==> src/uhirq_cfg.svh <==
// Register offsets, field positions and reset values of the interrupt block
`ifndef UHIRQ_CFG_SVH
`define UHIRQ_CFG_SVH

// ==========================================================
// Register map (byte addresses)
`define UHIRQ_ADDR_W 32
`define UHIRQ_OFS_STATUS 32'h30002c0c
`define UHIRQ_OFS_EN_SET 32'h30002c10
`define UHIRQ_OFS_EN_CLR 32'h30002c14
`define UHIRQ_OFS_COMM_BASE 32'h30002c18

// ==========================================================
// Field positions
`define UHIRQ_BIT_MASTER 31
`define UHIRQ_BIT_OWN_CHG 30
`define UHIRQ_BIT_RH_CHG 6
`define UHIRQ_BIT_FN_OVF 5
`define UHIRQ_BIT_UNREC 4
`define UHIRQ_BIT_RESUME 3
`define UHIRQ_BIT_SOF 2
`define UHIRQ_BIT_DONE_WB 1
`define UHIRQ_BIT_SCHED_OVR 0

// ==========================================================
// Masks and reset values
`define UHIRQ_EVENT_MASK 32'h4000007f
`define UHIRQ_ENABLE_MASK 32'hc000007f
`define UHIRQ_BASE_MASK 32'hffffff00
`define UHIRQ_EN_RESET 32'h00000000
`define UHIRQ_STATUS_RESET 32'h00000000
`define UHIRQ_BASE_RESET 32'h00000000
`define UHIRQ_REG_COUNT 4

`endif

==> src/uhirq_pkg.sv <==
// Types shared by the interrupt enable block
package uhirq_pkg;
  typedef logic [31:0] uhirq_word_t;
  typedef logic [1:0] uhirq_idx_t;
endpackage : uhirq_pkg

==> src/uhirq_regmem.sv <==
// Small register store: four words, registered read port
`timescale 1ns/1ps
`include "uhirq_cfg.svh"
module uhirq_regmem (
  // Clock and reset
  input wire logic clock,
  input wire logic rst_b,
  // Per-word write enable, with the full new value of each word
  input wire logic [`UHIRQ_REG_COUNT-1:0] wr_en,
  input wire uhirq_pkg::uhirq_word_t wr_data [`UHIRQ_REG_COUNT],
  // Registered read
  input wire uhirq_pkg::uhirq_idx_t rd_idx,
  output uhirq_pkg::uhirq_word_t rd_data,
  output uhirq_pkg::uhirq_word_t words [`UHIRQ_REG_COUNT]
);
  import uhirq_pkg::*;

  // ==========================================================
  // Storage
  uhirq_word_t mem_q [`UHIRQ_REG_COUNT];
  uhirq_word_t mem_d [`UHIRQ_REG_COUNT];
  uhirq_word_t rd_q;
  uhirq_word_t rd_d;

  genvar g;
  generate
    for (g = 0; g < `UHIRQ_REG_COUNT; g++) begin : g_word
      always_comb begin
        mem_d[g] = wr_en[g] ? wr_data[g] : mem_q[g];
      end
      always_ff @(posedge clock or negedge rst_b) begin
        if (!rst_b) begin
          mem_q[g] <= 32'h00000000;
        end else begin
          mem_q[g] <= mem_d[g];
        end
      end
      assign words[g] = mem_q[g];
    end
  endgenerate

  always_comb begin
    rd_d = mem_q[rd_idx];
  end

  always_ff @(posedge clock or negedge rst_b) begin
    if (!rst_b) begin
      rd_q <= 32'h00000000;
    end else begin
      rd_q <= rd_d;
    end
  end

  assign rd_data = rd_q;
endmodule : uhirq_regmem

==> src/uhirq_ctrl.sv <==
// Interrupt enable, status and communication-area base of the USB host
`timescale 1ns/1ps
`include "uhirq_cfg.svh"
module uhirq_ctrl (
  // Clock and reset
  input wire logic clock,
  input wire logic rst_b,
  // Software reset from the controller core
  input wire logic soft_reset,
  // Register port
  input wire uhirq_pkg::uhirq_word_t reg_addr,
  input wire uhirq_pkg::uhirq_word_t reg_wdata,
  input wire logic reg_write,
  input wire logic reg_read,
  output uhirq_pkg::uhirq_word_t reg_rdata,
  // Event pulses from the core, in status bit layout
  input wire uhirq_pkg::uhirq_word_t event_pulse,
  // Core-side views
  output uhirq_pkg::uhirq_word_t comm_area_base,
  output uhirq_pkg::uhirq_word_t event_status_flags,
  // Host interrupt
  output logic irq
);
  import uhirq_pkg::*;

  // ==========================================================
  // Address decode
  uhirq_idx_t idx;
  logic hit;
  always_comb begin
    hit = 1'b1;
    idx = 2'h0;
    unique case (reg_addr)
      `UHIRQ_OFS_STATUS: idx = 2'h0;
      `UHIRQ_OFS_EN_SET: idx = 2'h1;
      `UHIRQ_OFS_EN_CLR: idx = 2'h2;
      `UHIRQ_OFS_COMM_BASE: idx = 2'h3;
      default: hit = 1'b0;
    endcase
  end

  // ==========================================================
  // Next values of the stored words
  uhirq_word_t words [`UHIRQ_REG_COUNT];
  uhirq_word_t wr_data [`UHIRQ_REG_COUNT];
  logic [`UHIRQ_REG_COUNT-1:0] wr_en;
  uhirq_word_t status_now;
  uhirq_word_t enable_now;
  uhirq_idx_t rd_sel;
  uhirq_word_t rdata_q;
  uhirq_word_t rdata_d;
  logic miss_d;
  logic irq_q;
  logic irq_d;
  logic wr_status;
  logic wr_set;
  logic wr_clr;
  logic wr_base;

  // Word 1 holds enables; word 2 is unused since the clear view aliases it
  assign status_now = words[0];
  assign enable_now = words[1];

  always_comb begin
    wr_status = reg_write && hit && idx == 2'h0;
    wr_set = reg_write && hit && idx == 2'h1;
    wr_clr = reg_write && hit && idx == 2'h2;
    wr_base = reg_write && hit && idx == 2'h3;
    wr_en = '0;
    wr_data[0] = status_now;
    wr_data[1] = enable_now;
    wr_data[2] = 32'h00000000;
    wr_data[3] = words[3];
    // Set wins over a same-cycle write-one clear
    wr_data[0] = (status_now & ~(wr_status ? reg_wdata : 32'h00000000))
      | (event_pulse & `UHIRQ_EVENT_MASK);
    wr_en[0] = 1'b1;
    if (soft_reset) begin
      wr_data[0] = `UHIRQ_STATUS_RESET;
    end
    if (wr_set) begin
      wr_data[1] = enable_now | (reg_wdata & `UHIRQ_ENABLE_MASK);
      wr_en[1] = 1'b1;
    end else if (wr_clr) begin
      wr_data[1] = enable_now & ~(reg_wdata & `UHIRQ_ENABLE_MASK);
      wr_en[1] = 1'b1;
    end
    if (soft_reset) begin
      wr_data[1] = `UHIRQ_EN_RESET;
      wr_en[1] = 1'b1;
    end
    if (wr_base) begin
      wr_data[3] = reg_wdata & `UHIRQ_BASE_MASK;
      wr_en[3] = 1'b1;
    end
  end

  uhirq_regmem u_mem (
    .clock(clock),
    .rst_b(rst_b),
    .wr_en(wr_en),
    .wr_data(wr_data),
    .rd_idx(rd_sel),
    .rd_data(),
    .words(words)
  );

  // ==========================================================
  // Read answer: unmapped reads return zero; the clear view aliases enables
  assign rd_sel = (idx == 2'h2) ? 2'h1 : idx;

  // Mux before the flop so the read data pin comes straight from a register
  always_comb begin
    miss_d = !(reg_read && hit);
    rdata_d = miss_d ? 32'h00000000 : words[rd_sel];
  end

  always_ff @(posedge clock or negedge rst_b) begin
    if (!rst_b) begin
      rdata_q <= 32'h00000000;
    end else begin
      rdata_q <= rdata_d;
    end
  end

  assign reg_rdata = rdata_q;

  // ==========================================================
  // Interrupt request, registered so the pin comes from a flop
  always_comb begin
    irq_d = enable_now[`UHIRQ_BIT_MASTER]
      && |(status_now & enable_now & `UHIRQ_EVENT_MASK);
  end

  always_ff @(posedge clock or negedge rst_b) begin
    if (!rst_b) begin
      irq_q <= 1'b0;
    end else begin
      irq_q <= irq_d;
    end
  end

  assign irq = irq_q;
  assign comm_area_base = words[3];
  assign event_status_flags = status_now;
endmodule : uhirq_ctrl

==> config.mk <==
export PLATFORM = sky130hd
export DESIGN_NAME = uhirq_ctrl
export DESIGN_NICKNAME = d
export VERILOG_FILES = /design/src/uhirq_pkg.sv /design/src/uhirq_regmem.sv /design/src/uhirq_ctrl.sv
export VERILOG_INCLUDE_DIRS = /design/src
export SDC_FILE = /design/constraint.sdc
export NUM_CORES = 1
export LEC_CHECK = 0
export BUFFER_PORTS_ARGS = -buffer_cell sky130_fd_sc_hd__buf_2
export CORE_ASPECT_RATIO = 1.1
export CORE_MARGIN = 4
export CORE_UTILIZATION = 45
export CTS_CLUSTER_SIZE = 28
export DETAILED_ROUTE_END_ITERATION = 16
export PLACE_DENSITY = 0.68
export RECOVER_POWER = 50
export SYNTH_ARGS = -nofsm -noshare
export SYNTH_HDL_FRONTEND = slang
export SYNTH_HIERARCHICAL = 1
export SYNTH_SLANG_ARGS = --single-unit
==> constraint.sdc <==
create_clock -name clock -period 1.7 [get_ports clock]
set_input_delay 0.34 -clock clock [delete_from_list [all_inputs] [get_ports clock]]
set_output_delay 0.34 -clock clock [all_outputs]
set_load 0.005 [all_outputs]
Word-level counts from Yosys, hierarchy flattened
Cells that the tools add are included.
{ "op_classes": {"muxes": 16, "n_reduce_logical": 13, "n_lt_le_gt_ge": 1, "n_bitwise": 8, "n_eq_ne": 7} }
{ "ops": {"columns": ["cell", "count"], "rows": [
  ["32-bit 2-to-1 mux", 8],
  ["32-bit by 30-bit == test with 1-bit output, second input constant", 4],
  ["32-bit AND", 2],
  ["32-bit binary-select mux with 2-bit select", 1],
  ["32-bit inverter", 2],
  ["32-bit by 31-bit OR with 32-bit output", 1],
  ["32-bit OR", 1],
  ["31-bit AND", 1],
  ["8-bit OR reduction", 1],
  ["1-bit logical AND", 7],
  ["2-bit one-hot mux with 3 select lines", 1],
  ["1-bit 2-to-1 mux", 5],
  ["2-bit == test, second input constant", 2],
  ["2-bit AND reduction", 2],
  ["4-bit OR reduction", 1],
  ["3-bit greater-or-equal comparator, second input constant", 1],
  ["2-bit inverter with 3-bit output", 1],
  ["3-bit nonzero test", 1],
  ["2-bit by 1-bit == test with 1-bit output, second input constant", 1],
  ["2-bit zero test", 1],
  ["2-bit 2-to-1 mux", 1]
]} }
{ "totals": {"inputBits": 101, "wordCells": 50, "regBits": 121} }

Longest topological paths before layout
{ "logic_depth": {"depth_word": 10, "mapped_depth": 9, "depth_no_buf": 6} }

Cells and area by module
The synthesis kept the hierarchy.
{ "by_module_without_submodules": {"columns": ["module", "area_per_inst_um2", "instances", "cells_each", "seq_area_each_um2"], "rows": [
  ["uhirq_regmem", 6334.8, 1, 343, 4003.8],
  ["uhirq_ctrl", 3079.2, 1, 388, 825.8]
]} }

Least setup slack after synthesis
OpenSTA, ideal clock, no wires.
{ "synth_path": {"path_type": "input to register", "start": "input reg_addr[22]", "end": "register u_mem.mem_q, in the netlist u_mem/words[11]", "setup_time_ns": 0.125, "path_slack_ns": -0.753, "path_buffers": 4, "required_time_ns": 1.575, "arrival_time_ns": 2.329, "stages": 9, "cell_sequence": "nor4_1 -> and4_1 -> buf_2 -> nand3_1 -> clkbuf_1 -> nor2_1 -> clkbuf_1 -> buf_2 -> mux2_2"} }
{ "synth_via": {"elab_chain_len": 7} }
{ "synth_lines": {"columns": ["item", "line", "text"], "rows": [
  ["from (decl)", "uhirq_ctrl.sv:11", "input wire uhirq_pkg::uhirq_word_t reg_addr,"],
  ["32-bit by 30-bit == test with 1-bit output", "uhirq_ctrl.sv:33", "unique case (reg_addr)"],
  ["4-bit OR reduction (no line)", null, null],
  ["1-bit 2-to-1 mux", "uhirq_ctrl.sv:33", null],
  ["1-bit logical AND", "uhirq_ctrl.sv:68", "wr_base = reg_write && hit && idx == 2'h3;"],
  ["1-bit logical AND *", "uhirq_ctrl.sv:68", null],
  ["net wr_base", "uhirq_ctrl.sv:58", "logic wr_base;"],
  ["1-bit 2-to-1 mux", "uhirq_ctrl.sv:92", "if (wr_base) begin"],
  ["2-bit AND reduction (no line) *", null, null],
  ["to (signal, indexed assignment)", "uhirq_regmem.sv:35", "mem_q[g] <= mem_d[g];"],
  ["to (decl)", "uhirq_regmem.sv:20", "uhirq_word_t mem_q [`UHIRQ_REG_COUNT];"]
]} }
The timed path passes the listed nets; every way through them passes the cells marked *.
A chain may end at the register's enable or synchronous reset.

Worst setup path after layout
{ "layout_path": {"start": "input reg_addr[8]", "end": "register u_mem.mem_q, in the netlist u_mem/words[29]"} }
{ "layout_via": {"elab_chain_len": 7} }
{ "layout_lines": {"columns": ["item", "line"], "rows": [
  ["32-bit by 30-bit == test with 1-bit output", "uhirq_ctrl.sv:33"],
  ["4-bit OR reduction (no line)", null],
  ["1-bit 2-to-1 mux", "uhirq_ctrl.sv:33"],
  ["1-bit logical AND", "uhirq_ctrl.sv:68"],
  ["1-bit logical AND *", "uhirq_ctrl.sv:68"],
  ["1-bit 2-to-1 mux", "uhirq_ctrl.sv:92"],
  ["2-bit AND reduction (no line) *", null]
]} }
Mark *: on every way between the ends. The rest lies on a longest branch, timed or not.

==> impl_metrics.ini <==
[run_status]
outcome = finished, violations left
violations = setup timing

[critical_path]
cp_slowest_stage_delay_ns = 0.32
start_kind = primary input
crit_arrival_ns = 2.20
cp-end-kind = flop
crit_path_max_fanout = 8
cp.required_ns = 1.99
crit_chain = buf_6 > nor4b_4 > and4_4 > nand4_4 > or2_4 > clkbuf_16 > mux2_4 > mux2_4
worst-setup-path-type = in2reg
worst_path_max_delay_cell = or2_4
crit_top_cell = mux2_4

[timing]
slew_headroom_pct = 47.0
worstMarginPinSlew_ns = 0.794
setup_viol = 115
slew_violations = 0
worst_slack_ns = -0.202
post-route-period-util_pct = 112
period_needed_ns = 1.90
setup_tns_ns = -14.02
rsz0062_at_grt = true
hold_viol = 0
fin_skew_ns = 0.00515
max_freq_ghz = 0.526

[floorplan]
die_h_um = 135
fp.coreArea_mm2 = 0.0144
dieArea_mm2 = 0.0167
core.rowCount = 46
pin_count = 198
dieWidth_um = 124
initial_core_util_pct = 45.9

[clock_tree]
cts_buffers = 17
cts_tree = yes
max-clock-path-buffers = 2
clk_latency_ns = 0.41
path_clk_slew_ns = 0.05
cts_sinks = 129
cts.htree.levels = 4
clock-root-buffer = clkbuf_16

[final_layout]
multiInputGateArea_mm2 = 0.00398
fin_cells = 1001
num_antenna_cells = 0
n_fill_cell = 1035
regArea_mm2 = 0.00323
syn2layout_area_growth_pct = 47.9
nNetsFinal = 899
drive_gt1_share_pct = 59.6

[pwr]
peakVddDrop_v = 0.000731
p_int_uw = 5520
pwr-share-clk_pct = 49.2
power.leakage_uw = 0.00513
p_sw_uw = 1590
p_total_uw = 7110
combPwrFrac_pct = 6.7
power_density_mw_per_mm2 = 727
netSwitchingFraction_pct = 22.3
p_seq_share_pct = 44.1

[global_routing]
grt-ovfl-total = 0
grt_usage_pct = 23.7
grt_pass1_vias = 5859
grt_max_degree = 41
antenna_found_initial = 0
grt_first_pass_wirelength_mm = 30.4

[place]
place_ws_ns = -0.756
dp.cells = 948
gp_congestion = 0.857
hpwl_mm = 12.7
port-buffer-count = 173

[detailed_routing]
wl_per_cell_um = 21.0
route.detailed.drc = 0
drtAntennaViolNets = 0
viasPerCell = 5.60
wirelength_mm = 21.1
drt_iter0_markers = 375
dr.pass1.iters = 6
vias = 5608

[logic_synthesis]
synth_area_mm2 = 0.00661
yosysWarnings = 6
syn_avg_cell_area_um2 = 11.2
syn_inst = 589
syn_nets = 690

[worst_hold_path]
hold_class = in2reg

[job]
maxCapViolCount = 0
flip-flops by register name (all words and copies together) (netlist names):
register,flops
u_mem/words,96
irq,1
reg_rdata,32
cell type report:
class                      instances  share of cell area, %
clock inverter                     6                  0.845
inverter                          11                  0.422
multi-input combinational        405                   40.7
sequential                       129                   33.0
timing repair buffer             234                   17.7
clock buffer                      24                   4.83
tap                              192                   2.46
cells in the final DEF (no fill, tap or decap), types with 4 or more instances in the layout:
cell and instances:
nor2b_1 24, inv_1 11, nand2b_1 24, buf_12 13, nor2_1 41, nand2_1 32, buf_2 164, a311oi_1 10
clkbuf_16 23, mux2_4 101, nand2_2 14, a21oi_2 22, buf_6 12, mux2_2 19, a22oi_1 4, a311oi_2 31
buf_4 29, nand2_4 18, clkbuf_1 5, a21o_1 9, a21oi_1 8, and2_1 9, nand4_1 12, dfrtp_1 129
final timing paths:
path / start / to / slack [ns] / cells past startpoint
worst max-delay path: reg_addr[8] / u_mem/words[29]$_DFFE_PN0P_ / -0.20 / 8
worst min-delay path: event_pulse[6] / u_mem/words[102]$_DFFE_PN0P_ / 0.27 / 4
worst max register to register: u_mem/words[95]$_DFFE_PN0P_ / u_mem/words[95]$_DFFE_PN0P_ / 0.57 / 4
worst min register to register: u_mem/words[72]$_DFFE_PN0P_ / u_mem/words[72]$_DFFE_PN0P_ / 0.56 / 1
max in group asynchronous: rst_b / u_mem/words[66]$_DFFE_PN0P_ / 0.24 / 3
min in group asynchronous: rst_b / u_mem/words[127]$_DFFE_PN0P_ / 0.55 / 2
critical path, delay by kind of cell:
family	cells	cell delay, ns
buf+inv	2	0.30
mux	2	0.56
simple gates	4	0.98
routing by layer:
layer  routed length (µm)  part of all wire [%]  up-vias  global-route usage [%]
li1                     -                     -     2512                       -
met1                 9130                    43     2849                    31.0
met2                10500                    50      216                    39.3
met3                 1100                   5.2       31                    5.07
met4                  364                   1.7        0                    7.82
met5                    0                     0        -                       0
per-stage QoR:
step | area (µm²) | hold WS [ns] | utilization (%)
after global routing | 9770 | 0.292 | 67.9
after CTS | 9250 | 0.253 | 64.3
final | 9770 | 0.269 | 67.9
after global placement | 8160 | 0.308 | 56.7
after floorplan | 6970 | 0.0444 | -
after detailed placement | 8160 | 0.305 | 56.7
repair_timing:
item                                    in CTS  in global routing
endpoints found under the hold margin       25                  0
resized for setup                           74                 90
gates cloned                                 5                  7
endpoints found under the setup margin     119                120
hold buffers                                 1                  0
setup buffers                                8                  4
pin swaps                                   23                 46
power groups by stage:
stage,sequential [µW],clock [µW],combinational (µW)
CTS,3130,3550,446
global route,3140,3700,518
detailed placement,3190,0,427
global placement,3180,0,414
finish,3130,3500,476
floorplan,3180,0,168
Note: power is estimated with default switching activity, not from simulation.
